### config.mk
export PLATFORM = sky130hd
export DESIGN_NAME = pcfc_core
export DESIGN_NICKNAME = d
export VERILOG_FILES = /design/src/common/pcfc_pkg.sv /design/src/core/pcfc_core.sv /design/src/core/pcfc_regs.sv
export SDC_FILE = /design/constraint.sdc
export NUM_CORES = 1
export LEC_CHECK = 0
export BUFFER_PORTS_ARGS = -buffer_cell sky130_fd_sc_hd__buf_2
export CORE_MARGIN = 2
export CORE_UTILIZATION = 55
export CTS_CLUSTER_DIAMETER = 120
export CTS_CLUSTER_SIZE = 12
export DETAILED_ROUTE_END_ITERATION = 8
export GPL_TIMING_DRIVEN = 0
export PLACE_DENSITY = 0.74
export SLEW_MARGIN = 5
export SYNTH_ARGS = -nofsm -noshare
export SYNTH_HDL_FRONTEND = slang
export SYNTH_HIERARCHICAL = 1
export SYNTH_SLANG_ARGS = --single-unit
### constraint.sdc
create_clock -name ref_clk_in -period 9.7 [get_ports ref_clk_in]
set_input_delay 1.94 -clock ref_clk_in [delete_from_list [all_inputs] [get_ports ref_clk_in]]
set_output_delay 1.94 -clock ref_clk_in [all_outputs]
set_load 0.02 [all_outputs]
### src/common/pcfc_pkg.sv
package pcfc_pkg;

  // APB register map, byte addresses
  localparam int PCFC_ADDR_W = 8;
  localparam logic [7:0] PCFC_CTRL_OFS = 8'h00;
  localparam logic [7:0] PCFC_STAT_OFS = 8'h04;
  localparam logic [7:0] PCFC_INT_STAT_OFS = 8'h08;
  localparam logic [7:0] PCFC_INT_MASK_OFS = 8'h0C;

  // Control register fields
  localparam int PCFC_CTRL_W = 5;
  localparam int PCFC_CTRL_LOOP_EN = 0;
  localparam int PCFC_CTRL_REF_SEL = 1;
  localparam int PCFC_CTRL_DIV = 2;
  localparam int PCFC_CTRL_FB_LSB = 3;
  localparam logic [4:0] PCFC_CTRL_RST = 5'h0D;

  // Status register fields
  localparam int PCFC_STAT_LOCK = 0;
  localparam int PCFC_STAT_RUN = 1;
  localparam int PCFC_STAT_TEST = 2;
  localparam int PCFC_STAT_PER_LSB = 8;

  // Event bits, shared by interrupt status and mask
  localparam int PCFC_EV_W = 4;
  localparam int PCFC_EV_GAIN = 0;
  localparam int PCFC_EV_LOSS = 1;
  localparam int PCFC_EV_TMO = 2;
  localparam int PCFC_EV_RANGE = 3;
  localparam logic [3:0] PCFC_INT_STAT_RST = 4'h0;
  localparam logic [3:0] PCFC_INT_MASK_RST = 4'h0;

  // Timing
  localparam int PCFC_PER_W = 16;
  localparam int PCFC_CLK_MHZ = 125;
  localparam int PCFC_CLK_PERIOD_NS = 8;
  localparam int PCFC_LOCK_TIME_MS = 10;
  localparam int PCFC_LOCK_TMO_CYC = PCFC_LOCK_TIME_MS * 1000 * PCFC_CLK_MHZ;
  localparam int PCFC_REF_MAX_NS = 200;
  localparam int PCFC_REF_MAX_CYC = PCFC_REF_MAX_NS / PCFC_CLK_PERIOD_NS;
  localparam int PCFC_LOCK_WIN_CYC = 3;
  localparam int PCFC_WIN_W = 2;
  localparam int PCFC_LOCK_GOOD = 8;
  localparam int PCFC_GOOD_W = 4;

  // Which output the board returns to the loop input
  typedef enum logic [1:0] {
    PCFC_FB_DOUBLE = 2'b00,
    PCFC_FB_INPHASE = 2'b01,
    PCFC_FB_HALF = 2'b10,
    PCFC_FB_RSVD = 2'b11
  } pcfc_fb_t;

  typedef enum logic [1:0] {
    PCFC_ST_WAIT = 2'b00,
    PCFC_ST_TEST = 2'b01,
    PCFC_ST_ACQ = 2'b10,
    PCFC_ST_LOCKED = 2'b11
  } pcfc_mode_t;

endpackage

### src/core/pcfc_core.sv
`timescale 1ns/1ps
// Functional notes
// - Inverted output is complement of in-phase outputs, except all low while waiting
// - Double-rate twice, half-rate half, all synchronous
// - Returned output sets in-phase to reference ratio
// - Divider choose high divides one, low two
// - Loop disabled: outputs follow reference, test mode
// - Reference select picks the active reference input
// - Enable low floats all clock outputs
// - After enable, outputs low, double-rate inverts reference
// - Outputs stay reset until a reference pulse
// - Enable/reset is asynchronous and active low
// - Lock high only in steady phase lock
// - Lock low on lost lock or loop disabled
// - Lock asserts within bounded time; the code only raises a timeout event if acquisition lasts LOCK_TMO_CYC cycles
module pcfc_core
  import pcfc_pkg::*;
#(
  parameter int PER_W = PCFC_PER_W,
  parameter int LOCK_TMO_CYC = PCFC_LOCK_TMO_CYC
) (
  input wire logic ref_clk_in, // System clock
  input wire logic rst_in, // Async reset, high
  input wire logic clk_en_in, // Freezes state when low
  input wire logic psel_in, // APB select
  input wire logic penable_in, // APB enable
  input wire logic pwrite_in, // APB direction
  input wire logic [7:0] paddr_in, // APB address
  input wire logic [31:0] pwdata_in, // APB write data
  output logic [31:0] prdata_out, // APB read data
  output logic pready_out, // APB ready
  output logic pslverr_out, // APB error
  input wire logic ref_src0_in, // Reference clock 0
  input wire logic ref_src1_in, // Reference clock 1
  input wire logic loop_return_in, // Returned output clock
  input wire logic oe_rst_n_in, // Output enable/reset, low
  output logic [4:0] inphase_clk_out, // In-phase clocks
  output logic inverted_clk_out, // Inverted clock
  output logic double_rate_clk_out, // Double-rate clock
  output logic half_rate_clk_out, // Half-rate clock
  output logic clk_oe_out, // Drive enable, all clocks
  output logic lock_out, // Loop settled
  output logic irq_out // Level interrupt
);

  localparam int TMO_W = $clog2(LOCK_TMO_CYC + 1);
  localparam logic [TMO_W-1:0] TMO_LAST = TMO_W'(LOCK_TMO_CYC - 1);
  localparam logic [PCFC_WIN_W-1:0] WIN_LAST = PCFC_WIN_W'(PCFC_LOCK_WIN_CYC - 1);
  localparam logic [PCFC_GOOD_W-1:0] GOOD_MAX = PCFC_GOOD_W'(PCFC_LOCK_GOOD);
  localparam logic [PER_W-1:0] REF_MAX = PER_W'(PCFC_REF_MAX_CYC);

  typedef struct packed {
    pcfc_mode_t mode;
    logic ref_d;
    logic fb_d;
    logic [PER_W-1:0] per_cnt;
    logic [PER_W-1:0] period;
    logic [PER_W-1:0] tick_cnt;
    logic vco_half;
    logic [2:0] ph;
    logic win_open;
    logic [PCFC_WIN_W-1:0] win_cnt;
    logic win_hit;
    logic [PCFC_GOOD_W-1:0] good_cnt;
    logic lock;
    logic [TMO_W-1:0] tmo_cnt;
    logic tmo_done;
    logic dbl_o;
    logic q_o;
    logic inv_o;
    logic half_o;
    logic [PCFC_EV_W-1:0] ev;
  } pcfc_core_st_t;

  pcfc_core_st_t st;
  pcfc_core_st_t next_st;

  logic core_rst;
  logic loop_en;
  logic ref_sel;
  logic divider_choose;
  logic [1:0] fb_sel;
  logic [1:0] fb_bit;
  logic ref_now;
  logic ref_rise;
  logic ref_fall;
  logic ref_edge;
  logic fb_rise;
  logic div2;
  logic [PER_W-1:0] per_next;
  logic [PER_W-1:0] tick_len;
  logic vco_tick;
  logic dist_tick;
  logic [31:0] status_w;

  // Counter value at which the returned output takes its rising edge
  function automatic logic [2:0] pcfc_align(input logic [2:0] ph, input logic [1:0] b);
    logic [2:0] bit_v;
    logic [2:0] mask;
    bit_v = 3'h1 << b;
    mask = (bit_v << 1) - 3'h1;
    return (ph & ~mask) | bit_v;
  endfunction

  // Oscillator half-tick length: reference period split by ratio and divider
  function automatic logic [PER_W-1:0] pcfc_tick_len(input logic [PER_W-1:0] per,
                                                      input logic [1:0] b,
                                                      input logic d2);
    logic [PER_W-1:0] t;
    t = per >> ({1'b0, b} + 3'h1 + {2'h0, d2});
    if (t == '0) begin
      t = PER_W'(1);
    end
    return t;
  endfunction

  // Enable/reset low clears the clock engine without a clock edge
  assign core_rst = rst_in | ~oe_rst_n_in;
  assign clk_oe_out = oe_rst_n_in & ~rst_in;

  // Reference choice and edge detection; pins are synchronous
  assign ref_now = ref_sel ? ref_src1_in : ref_src0_in;
  assign ref_rise = ref_now & ~st.ref_d;
  assign ref_fall = ~ref_now & st.ref_d;
  assign ref_edge = ref_rise | ref_fall;
  assign fb_rise = loop_return_in & ~st.fb_d;
  assign fb_bit = (fb_sel == PCFC_FB_RSVD) ? PCFC_FB_INPHASE : fb_sel;
  assign per_next = st.per_cnt + 1'b1;

  // Divide-by-two runs the oscillator twice as fast, then halves it
  assign div2 = ~divider_choose;
  assign tick_len = pcfc_tick_len(st.period, fb_bit, div2);
  assign vco_tick = (st.tick_cnt >= tick_len - 1'b1);
  assign dist_tick = vco_tick & (~div2 | st.vco_half);

  // Clock engine next state
  always_comb begin
    next_st = st;
    next_st.ev = '0;
    next_st.ref_d = ref_now;
    next_st.fb_d = loop_return_in;
    // Reference period in system cycles, saturating
    if (st.per_cnt != '1) begin
      next_st.per_cnt = per_next;
    end
    if (ref_rise) begin
      next_st.per_cnt = '0;
      next_st.period = per_next;
    end
    unique case (st.mode)
      PCFC_ST_WAIT: begin
        next_st.ph = 3'h0;
        // Nothing runs until the selected reference pulses
        if (ref_rise) begin
          next_st.mode = loop_en ? PCFC_ST_ACQ : PCFC_ST_TEST;
          next_st.ph = pcfc_align(3'h0, fb_bit);
          next_st.tick_cnt = '0;
          next_st.vco_half = 1'b0;
        end
      end
      PCFC_ST_TEST: begin
        // Oscillator bypassed: each reference edge steps the counter
        if (ref_edge) begin
          next_st.ph = st.ph + 3'h1;
        end
        if (loop_en) begin
          next_st.mode = PCFC_ST_ACQ;
          next_st.tick_cnt = '0;
          next_st.vco_half = 1'b0;
          next_st.good_cnt = '0;
        end
      end
      PCFC_ST_ACQ, PCFC_ST_LOCKED: begin
        if (!loop_en) begin
          next_st.mode = PCFC_ST_TEST;
          next_st.lock = 1'b0;
          next_st.good_cnt = '0;
          next_st.win_open = 1'b0;
          next_st.tmo_cnt = '0;
          next_st.tmo_done = 1'b0;
        end else begin
          // Ideal oscillator built from the measured period
          if (vco_tick) begin
            next_st.tick_cnt = '0;
            next_st.vco_half = ~st.vco_half;
          end else begin
            next_st.tick_cnt = st.tick_cnt + 1'b1;
          end
          if (dist_tick) begin
            next_st.ph = st.ph + 3'h1;
          end
          // Reference edge pulls the returned output into phase
          if (ref_rise) begin
            next_st.ph = pcfc_align(st.ph, fb_bit);
            next_st.tick_cnt = '0;
            next_st.vco_half = 1'b0;
            next_st.win_open = 1'b1;
            next_st.win_cnt = '0;
            next_st.win_hit = 1'b0;
            if (per_next > REF_MAX) begin
              next_st.ev[PCFC_EV_RANGE] = 1'b1;
            end
          end
          // Phase window: returned edge must follow reference closely
          if (st.win_open && !ref_rise) begin
            if (fb_rise) begin
              next_st.win_hit = 1'b1;
            end
            next_st.win_cnt = st.win_cnt + 1'b1;
            if (st.win_cnt == WIN_LAST) begin
              next_st.win_open = 1'b0;
              if (st.win_hit || fb_rise) begin
                if (st.good_cnt != GOOD_MAX) begin
                  next_st.good_cnt = st.good_cnt + 1'b1;
                end
                if (st.good_cnt == GOOD_MAX - 1'b1 && !st.lock) begin
                  next_st.lock = 1'b1;
                  next_st.mode = PCFC_ST_LOCKED;
                  next_st.ev[PCFC_EV_GAIN] = 1'b1;
                end
              end else begin
                next_st.good_cnt = '0;
                if (st.lock) begin
                  next_st.lock = 1'b0;
                  next_st.mode = PCFC_ST_ACQ;
                  next_st.ev[PCFC_EV_LOSS] = 1'b1;
                  next_st.tmo_cnt = '0;
                  next_st.tmo_done = 1'b0;
                end
              end
            end
          end
          // Acquisition deadline; flags a loop that fails to settle
          if (st.mode == PCFC_ST_ACQ && !st.tmo_done) begin
            if (st.tmo_cnt == TMO_LAST) begin
              next_st.tmo_done = 1'b1;
              next_st.ev[PCFC_EV_TMO] = 1'b1;
            end else begin
              next_st.tmo_cnt = st.tmo_cnt + 1'b1;
            end
          end
        end
      end
    endcase
    // Outputs: one counter feeds all once running so edges stay aligned; while waiting double-rate inverts the reference
    if (next_st.mode == PCFC_ST_WAIT) begin
      next_st.dbl_o = ~ref_now;
      next_st.q_o = 1'b0;
      next_st.inv_o = 1'b0;
      next_st.half_o = 1'b0;
    end else begin
      next_st.dbl_o = next_st.ph[0];
      next_st.q_o = next_st.ph[1];
      next_st.inv_o = ~next_st.ph[1];
      next_st.half_o = next_st.ph[2];
    end
  end

  always_ff @(posedge ref_clk_in or posedge core_rst) begin
    if (core_rst) begin
      st <= '0;
    end else if (clk_en_in) begin
      st <= next_st;
    end
  end

  assign inphase_clk_out = {5{st.q_o}};
  assign inverted_clk_out = st.inv_o;
  assign double_rate_clk_out = st.dbl_o;
  assign half_rate_clk_out = st.half_o;
  assign lock_out = st.lock;

  // Live status for software
  always_comb begin
    status_w = 32'h0000_0000;
    status_w[PCFC_STAT_LOCK] = st.lock;
    status_w[PCFC_STAT_RUN] = (st.mode != PCFC_ST_WAIT);
    status_w[PCFC_STAT_TEST] = (st.mode == PCFC_ST_TEST);
    status_w[PCFC_STAT_PER_LSB +: PER_W] = st.period;
  end

  // Registers survive enable/reset so software keeps its setup
  pcfc_regs u_regs (
    .ref_clk_in(ref_clk_in),
    .rst_in(rst_in),
    .clk_en_in(clk_en_in),
    .psel_in(psel_in),
    .penable_in(penable_in),
    .pwrite_in(pwrite_in),
    .paddr_in(paddr_in),
    .pwdata_in(pwdata_in),
    .prdata_out(prdata_out),
    .pready_out(pready_out),
    .pslverr_out(pslverr_out),
    .status_in(status_w),
    .event_in(st.ev),
    .loop_en_out(loop_en),
    .ref_sel_out(ref_sel),
    .divider_choose_out(divider_choose),
    .fb_sel_out(fb_sel),
    .irq_out(irq_out)
  );
endmodule

### src/core/pcfc_regs.sv
`timescale 1ns/1ps
module pcfc_regs
  import pcfc_pkg::*;
(
  input wire logic ref_clk_in, // System clock
  input wire logic rst_in, // Async reset, high
  input wire logic clk_en_in, // Freezes state when low
  input wire logic psel_in, // APB select
  input wire logic penable_in, // APB enable
  input wire logic pwrite_in, // APB direction
  input wire logic [7:0] paddr_in, // APB address
  input wire logic [31:0] pwdata_in, // APB write data
  output logic [31:0] prdata_out, // APB read data
  output logic pready_out, // APB ready
  output logic pslverr_out, // APB error
  input wire logic [31:0] status_in, // Live core status
  input wire logic [3:0] event_in, // One-cycle event pulses
  output logic loop_en_out, // Loop enable
  output logic ref_sel_out, // Reference select
  output logic divider_choose_out, // High: divide by one
  output logic [1:0] fb_sel_out, // Returned output
  output logic irq_out // Level interrupt
);

  typedef struct packed {
    logic [PCFC_CTRL_W-1:0] ctrl;
    logic [PCFC_EV_W-1:0] int_stat;
    logic [PCFC_EV_W-1:0] int_mask;
    logic [31:0] rdata;
  } pcfc_regs_st_t;

  pcfc_regs_st_t st;
  pcfc_regs_st_t next_st;
  logic mapped;
  logic wr_acc;

  function automatic logic pcfc_is_mapped(input logic [7:0] a);
    return (a == PCFC_CTRL_OFS) || (a == PCFC_STAT_OFS) ||
           (a == PCFC_INT_STAT_OFS) || (a == PCFC_INT_MASK_OFS);
  endfunction

  // Zero-wait slave: every access phase completes at once
  assign mapped = pcfc_is_mapped(paddr_in);
  assign wr_acc = psel_in & penable_in & pwrite_in;
  assign pready_out = 1'b1;
  assign pslverr_out = psel_in & penable_in & ~mapped;

  // Register updates; read data is captured in the setup cycle
  always_comb begin
    next_st = st;
    next_st.int_stat = st.int_stat | event_in;
    if (wr_acc && paddr_in == PCFC_CTRL_OFS) begin
      next_st.ctrl = pwdata_in[PCFC_CTRL_W-1:0];
    end
    // Set beats clear so no event is lost
    if (wr_acc && paddr_in == PCFC_INT_STAT_OFS) begin
      next_st.int_stat = (st.int_stat & ~pwdata_in[PCFC_EV_W-1:0]) | event_in;
    end
    if (wr_acc && paddr_in == PCFC_INT_MASK_OFS) begin
      next_st.int_mask = pwdata_in[PCFC_EV_W-1:0];
    end
    if (psel_in && !penable_in) begin
      next_st.rdata = 32'h0000_0000;
      if (paddr_in == PCFC_CTRL_OFS) begin
        next_st.rdata[PCFC_CTRL_W-1:0] = st.ctrl;
      end else if (paddr_in == PCFC_STAT_OFS) begin
        next_st.rdata = status_in;
      end else if (paddr_in == PCFC_INT_STAT_OFS) begin
        next_st.rdata[PCFC_EV_W-1:0] = st.int_stat;
      end else if (paddr_in == PCFC_INT_MASK_OFS) begin
        next_st.rdata[PCFC_EV_W-1:0] = st.int_mask;
      end
    end
  end

  always_ff @(posedge ref_clk_in or posedge rst_in) begin
    if (rst_in) begin
      st.ctrl <= PCFC_CTRL_RST;
      st.int_stat <= PCFC_INT_STAT_RST;
      st.int_mask <= PCFC_INT_MASK_RST;
      st.rdata <= 32'h0000_0000;
    end else if (clk_en_in) begin
      st <= next_st;
    end
  end

  assign prdata_out = st.rdata;
  assign loop_en_out = st.ctrl[PCFC_CTRL_LOOP_EN];
  assign ref_sel_out = st.ctrl[PCFC_CTRL_REF_SEL];
  assign divider_choose_out = st.ctrl[PCFC_CTRL_DIV];
  assign fb_sel_out = st.ctrl[PCFC_CTRL_FB_LSB +: 2];
  assign irq_out = |(st.int_stat & st.int_mask);

endmodule

# ---- After elaboration in Yosys (flattened, before gate mapping)
# Index checks and enable logic that the tools add are counted.
dict set report word_totals {
  register_bits 140
  in_bits 50
  word_cells 185
  out_inout_bits 45
}
dict set report op_classes {
  n_eq_ne 22
  n_addsub 10
  order_cmp 2
  reduce_logical 37
  n_mux 60
  bitwise_logic 28
  shift 2
}
# op count
set op_table {}
lappend op_table {{two-way mux 22 bit} 3}
lappend op_table {{two-way mux 20 bit} 3}
lappend op_table {{one-hot mux 20 bit (3 select lines)} 1}
lappend op_table {{two-way mux 27 bit} 2}
lappend op_table {{two-way mux 16 bit} 3}
lappend op_table {{two-way mux 4 bit} 9}
lappend op_table {{adder 16 x 1 -> 16 bit (second input constant)} 2}
lappend op_table {{two-way mux 32 bit} 1}
lappend op_table {{two-way mux 31 bit} 1}
lappend op_table {{two-way mux 2 bit} 12}
lappend op_table {{two-way mux 24 bit} 1}
lappend op_table {{adder 21 x 1 -> 21 bit (second input constant)} 1}
lappend op_table {{equality test 21 bit (second input constant)} 1}
lappend op_table {{two-way mux 21 bit} 1}
lappend op_table {{two-way mux 19 bit} 1}
lappend op_table {{two-way mux 17 bit} 1}
lappend op_table {{equality test 8 x 4 -> 1 bit (second input constant)} 2}
lappend op_table {{greater-or-equal comparator 16 bit} 1}
lappend op_table {{greater-than comparator 16 x 5 -> 1 bit (second input constant)} 1}
lappend op_table {{logical NOT 16 bit} 1}
lappend op_table {{inequality test 16 bit (second input constant)} 1}
lappend op_table {{right shift 16 x 3 -> 16 bit} 1}
lappend op_table {{subtractor 16 x 1 -> 16 bit (second input constant)} 1}
lappend op_table {{two-way mux 1 bit} 15}
lappend op_table {{41 further kinds} 95}

# ---- Longest topological paths before layout
dict set report logic_depth {
  depth_word 18
  mapped_depth 29
  ltp_nobuf 22
}

# ---- By module
# Netlist, hierarchy kept.
# module instances seq_area_each_um2 cells_each area_per_inst_um2
set modules_own_cells {}
lappend modules_own_cells {pcfc_core 1 2377.3 826 7151.9}
lappend modules_own_cells {pcfc_regs 1 1129.8 232 2344.7}

# ---- Worst setup path before layout
# OpenSTA, ideal clock, no wires.
dict set report synth_timing {
  path_kind {input port to output port}
  start {input port rst_in}
  end {output port clk_oe_out}
  slack_ns 1.059
  arrival_ns 6.701
  path_stages 1
  n_path_buf 0
  required_time_ns 7.760
  path_cell_list {nor2b_1}
}
dict set report synth_between {
  elab_chain_len 2
}
# item line_no
set synth_rtl {}
lappend synth_rtl {{start: declaration} pcfc_core.sv:23} ;# input wire logic rst_in,
lappend synth_rtl {{NOT 1 bit} pcfc_core.sv:119} ;# assign clk_oe_out = oe_rst_n_in & ~rst_in;
lappend synth_rtl {{AND 1 bit} pcfc_core.sv:119}
lappend synth_rtl {{end: declaration} pcfc_core.sv:41} ;# output logic clk_oe_out,
# Every way passes these cells.

# ---- Final worst setup path
dict set report layout_timing {
  start {register u_regs.st, in the netlist u_regs/fb_sel_out[0]}
  end {register st, in the netlist inverted_clk_out}
}
dict set report layout_between {
  elab_chain_len 16
  elab_cells_between_ends 22
  cone_classes {4 x add/sub; 1 x order compare; 1 x eq/ne; 2 x shift; 8 x mux; 5 x bitwise; 1 x reduce/logical}
}
# item line_no
set layout_rtl {}
lappend layout_rtl {{start: declaration} pcfc_regs.sv:32} ;# pcfc_regs_st_t st;
lappend layout_rtl {{start signal: assignment} pcfc_regs.sv:83} ;# st <= next_st;
lappend layout_rtl {{equality test 2 bit} pcfc_core.sv:127} ;# assign fb_bit = (fb_sel == PCFC_FB_RSVD) ? PCFC_FB_INPHASE : fb_sel;
lappend layout_rtl {{two-way mux 2 bit *} pcfc_core.sv:127}
lappend layout_rtl {{adder 2 x 1 -> 3 bit} pcfc_core.sv:110} ;# t = per >> ({1'b0, b} + 3'h1 + {2'h0, d2});
lappend layout_rtl {{adder 3 x 1 -> 3 bit} pcfc_core.sv:110}
lappend layout_rtl {{right shift 16 x 3 -> 16 bit} pcfc_core.sv:110}
lappend layout_rtl {{logical NOT 16 bit} pcfc_core.sv:111} ;# if (t == '0) begin
lappend layout_rtl {{two-way mux 16 bit} pcfc_core.sv:111}
lappend layout_rtl {{subtractor 16 x 1 -> 16 bit} pcfc_core.sv:133} ;# assign vco_tick = (st.tick_cnt >= tick_len - 1'b1);
lappend layout_rtl {{greater-or-equal comparator 16 bit} pcfc_core.sv:133}
lappend layout_rtl {{AND 1 bit} pcfc_core.sv:134} ;# assign dist_tick = vco_tick & (~div2 | st.vco_half);
lappend layout_rtl {{two-way mux 3 bit} pcfc_core.sv:189} ;# if (dist_tick) begin
lappend layout_rtl {{two-way mux 24 bit} pcfc_core.sv:193} ;# if (ref_rise) begin
lappend layout_rtl {{two-way mux 20 bit} pcfc_core.sv:174} ;# if (!loop_en) begin
lappend layout_rtl {{one-hot mux 20 bit (3 select lines) *} pcfc_core.sv:150} ;# unique case (st.mode)
lappend layout_rtl {{NOT 1 bit *} pcfc_core.sv:254} ;# next_st.inv_o = ~next_st.ph[1];
lappend layout_rtl {{two-way mux 4 bit *} pcfc_core.sv:246} ;# if (next_st.mode == PCFC_ST_WAIT) begin
lappend layout_rtl {{end signal: assignment} pcfc_core.sv:263} ;# st <= next_st;
lappend layout_rtl {{end: declaration} pcfc_core.sv:75} ;# pcfc_core_st_t st;
# Mark *: on every way between the ends. The rest lies on a longest branch, timed or not. The select of a mux whose other input is x is not followed.
# A chain may end at the register's enable or synchronous reset.

==> results.sh <==
export IMPL_required_ps=10010
export IMPL_max_freq_ghz=0.144
export IMPL_min_period_over_period=0.715
export IMPL_cp_end_kind="flop"
export IMPL_hp_class="reg2reg"
export IMPL_avgSynthCellArea_um2=8.98
export IMPL_grt_ovfl_total=0
export IMPL_worstSetupPathType="reg2reg"
export IMPL_layout_cells_non_filler=1396
export IMPL_clk_latency_ps=430
export IMPL_drv_slew=0
export IMPL_dieWidth_um=135
export IMPL_final_common_cell="dfrtp_1"
export IMPL_place_congestion=0.899
export IMPL_post_dp_hpwl_um=17300
export IMPL_ys_seq_elements=140
export IMPL_fin_nets=1238
export IMPL_hold_buffers=0
export IMPL_ir_drop_mv=0.119
export IMPL_viasPerCell=5.86
export IMPL_grt_pass1_wl_um=39300
export IMPL_grtUsageTotal=0.267
export IMPL_port_buffers=64
export IMPL_htreeDepth=4
export IMPL_crit_path_frequent_cell="ha_1"
export IMPL_max_cap_viol_count=0
export IMPL_arrival_ps=7250
export IMPL_critPathMaxStageDelay_ps=550
export IMPL_cp_slowest_cell="dfstp_2"
export IMPL_via_count=8178
export IMPL_fp_row_count=48
export IMPL_dpl_cell_count=1364
export IMPL_synth_top_area_frac=0.361
export IMPL_clock_sinks=140
export IMPL_rrSetupSlack_ps=2760
export IMPL_p_leak_uw=0.00494
export IMPL_core_area_mm2=0.0171
export IMPL_cts_resized=0
export IMPL_grt_max_degree=38
export IMPL_synth_top_cell_by_area="dfrtp_1"
export IMPL_wl_um=23300
export IMPL_synthCells=1058
export IMPL_clock_path_buffers=2
export IMPL_wl_per_cell_um=16.7
export IMPL_root_buffer="clkbuf_16"
export IMPL_cts_buffers=17
export IMPL_start_util=0.555
export IMPL_netlist_top_cells_area="dfrtp_1, o21ai_0, nand2_1"
export IMPL_synth_async_reset_ratio=1.00
export IMPL_clock_skew_ps=6.72
export IMPL_diodes=0
export IMPL_antenna_found_initial=0
export IMPL_worstMarginPinSlew_ps=854
export IMPL_postCtsSetupRepairBufs=0
export IMPL_synth_edff_count=0
export IMPL_cts_tree="yes"
export IMPL_power_density_mw_per_mm2=174
export IMPL_clkTransAtPathRegs_ps=60
export IMPL_regToRegStartpoint="u_regs/fb_sel_out[0]"
export IMPL_hold_end="u_regs/prdata_out[16]"
export IMPL_seq_area_frac_synth=0.369
export IMPL_holdWs_ps=481
export IMPL_antenna_left=0
export IMPL_post_route_min_period_ps=6940
export IMPL_grt_pass1_vias=7743
export IMPL_ys_types=90
export IMPL_drive_gt1_frac=0.190
export IMPL_yosysWarnings=6
export IMPL_rsz0062_at_grt="no"
export IMPL_crit_fanout=10
export IMPL_slew_headroom=0.426
export IMPL_synth_area_mm2=0.00950
export IMPL_total_power_uw=1900
export IMPL_hold_viol=0
export IMPL_hold_depth=2
export IMPL_timing_rr_end="inverted_clk_out"
export IMPL_finalSetupViolations=0
export IMPL_final_util=0.638
export IMPL_hp_start="u_regs/prdata_out[16]"
export IMPL_ys_flop_type="dfrtp_1"
export IMPL_die_h_um=135
export IMPL_ff2ff_path_depth=26
export IMPL_dr_pass1_iters=5
export IMPL_die_area_mm2=0.0183
export IMPL_io_pins=95
export IMPL_start_kind="flop"
export IMPL_final_cell_mix="dfrtp_1, nand2_1, o21ai_0"
export IMPL_drc=0
export IMPL_status="complete, no violations"
export IMPL_drtIter0Drc=552
export IMPL_area_growth_pct=15.1
cells by family (layout without fill, tap and decap cells):
kind of cell | Yosys count | count (layout) | synth area share
fa+ha+maj | 30 | 30 | 0.0395
mux | 64 | 64 | 0.0895
simple gates | 383 | 383 | 0.214
xor+xnor | 31 | 31 | 0.0286
other cells | 2 | 14 | 0.000791
buf+inv | 140 | 241 | 0.0775
compound gates | 268 | 268 | 0.181
flops | 140 | 140 | 0.369
cell usage after synthesis, types with 4 or more instances:
| master | count |
|---|---|
| xor2_1 | 14 |
| buf_2 | 12 |
| nor4_1 | 5 |
| nor3_1 | 32 |
| a21o_1 | 11 |
| xnor2_1 | 17 |
| ha_1 | 30 |
| a2bb2oi_1 | 4 |
| mux2i_1 | 33 |
| buf_4 | 42 |
| dfrtp_1 | 137 |
| o21ai_0 | 109 |
| a22o_1 | 15 |
| inv_1 | 38 |
| mux2_4 | 5 |
| o22ai_1 | 7 |
| nor2_1 | 52 |
| nand2_1 | 131 |
| nor2b_1 | 15 |
| a31oi_1 | 15 |
| o21ai_1 | 6 |
| nand4_1 | 39 |
| o31ai_1 | 11 |
| nand3_1 | 25 |
| buf_6 | 5 |
| and3_1 | 13 |
| or2_2 | 5 |
| and2_1 | 5 |
| nand2b_1 | 14 |
| o41ai_1 | 4 |
| mux4_2 | 13 |
| nor3b_1 | 4 |
| a22oi_1 | 4 |
| mux2_2 | 10 |
| a211oi_1 | 9 |
| or3_1 | 9 |
| a21oi_1 | 41 |
| clkbuf_1 | 41 |
area by class of cell:
class                      instances  area [um^2]
tap                              225          282
multi-input combinational        790         5310
inverter                          38          143
fill                            1433         6190
buffer                           102          593
clock inverter                    14          231
timing repair buffer              69          435
clock buffer                      18          429
sequential                       140         3510
per-stage QoR:
stage	setup TNS (ps)	cell area, um^2	setup slack [ps]
CTS	0	10900	2860
global placement	-97180	10100	-1690
finish	0	10900	2760
floorplan	0	9540	1060
global route	0	10900	2300
detailed placement	0	10300	2910
worst max-delay path by stage:
stage                                  end            startpoint  depth (start not counted)
final                     inverted_clk_out  u_regs/fb_sel_out[0]                         26
after global routing                st[55]  u_regs/fb_sel_out[0]                         27
after CTS                 inverted_clk_out  u_regs/fb_sel_out[0]                         26
after detailed placement            st[53]  u_regs/fb_sel_out[0]                         27
after global placement          clk_oe_out           oe_rst_n_in                          3
after floorplan                 clk_oe_out                rst_in                          1
registers in the layout (all words and copies together) (netlist names):
name	cells
u_regs/prdata_out	32
double_rate_clk_out	1
st	90
lock_out	1
inphase_clk_out	1
u_regs/divider_choose_out	1
inverted_clk_out	1
u_regs/ref_sel_out	1
u_regs/st	8
u_regs/loop_en_out	1
u_regs/fb_sel_out	2
half_rate_clk_out	1
critical path: cells and delay by family, from the launching register on:
family	cells	cell delay (ps)
compound gates	7	1840
xor+xnor	1	190
fa+ha+maj	4	1090
buf+inv	7	1210
flops	1	550
mux	2	810
simple gates	5	1110
power by group:
part | internal (uW) | switching (uW) | total [uW] | leakage (uW)
sequential | 632 | 74.7 | 706 | 0.00184
clock | 464 | 276 | 739 | 0.000321
combinational | 196 | 263 | 459 | 0.00278
per-layer routing:
layer  GRT usage  share of wire
met5           0              0
met4      0.0909          0.020
met3      0.0415          0.048
met2       0.434           0.48
met1       0.368           0.46
(Power assumes the default switching activity.)
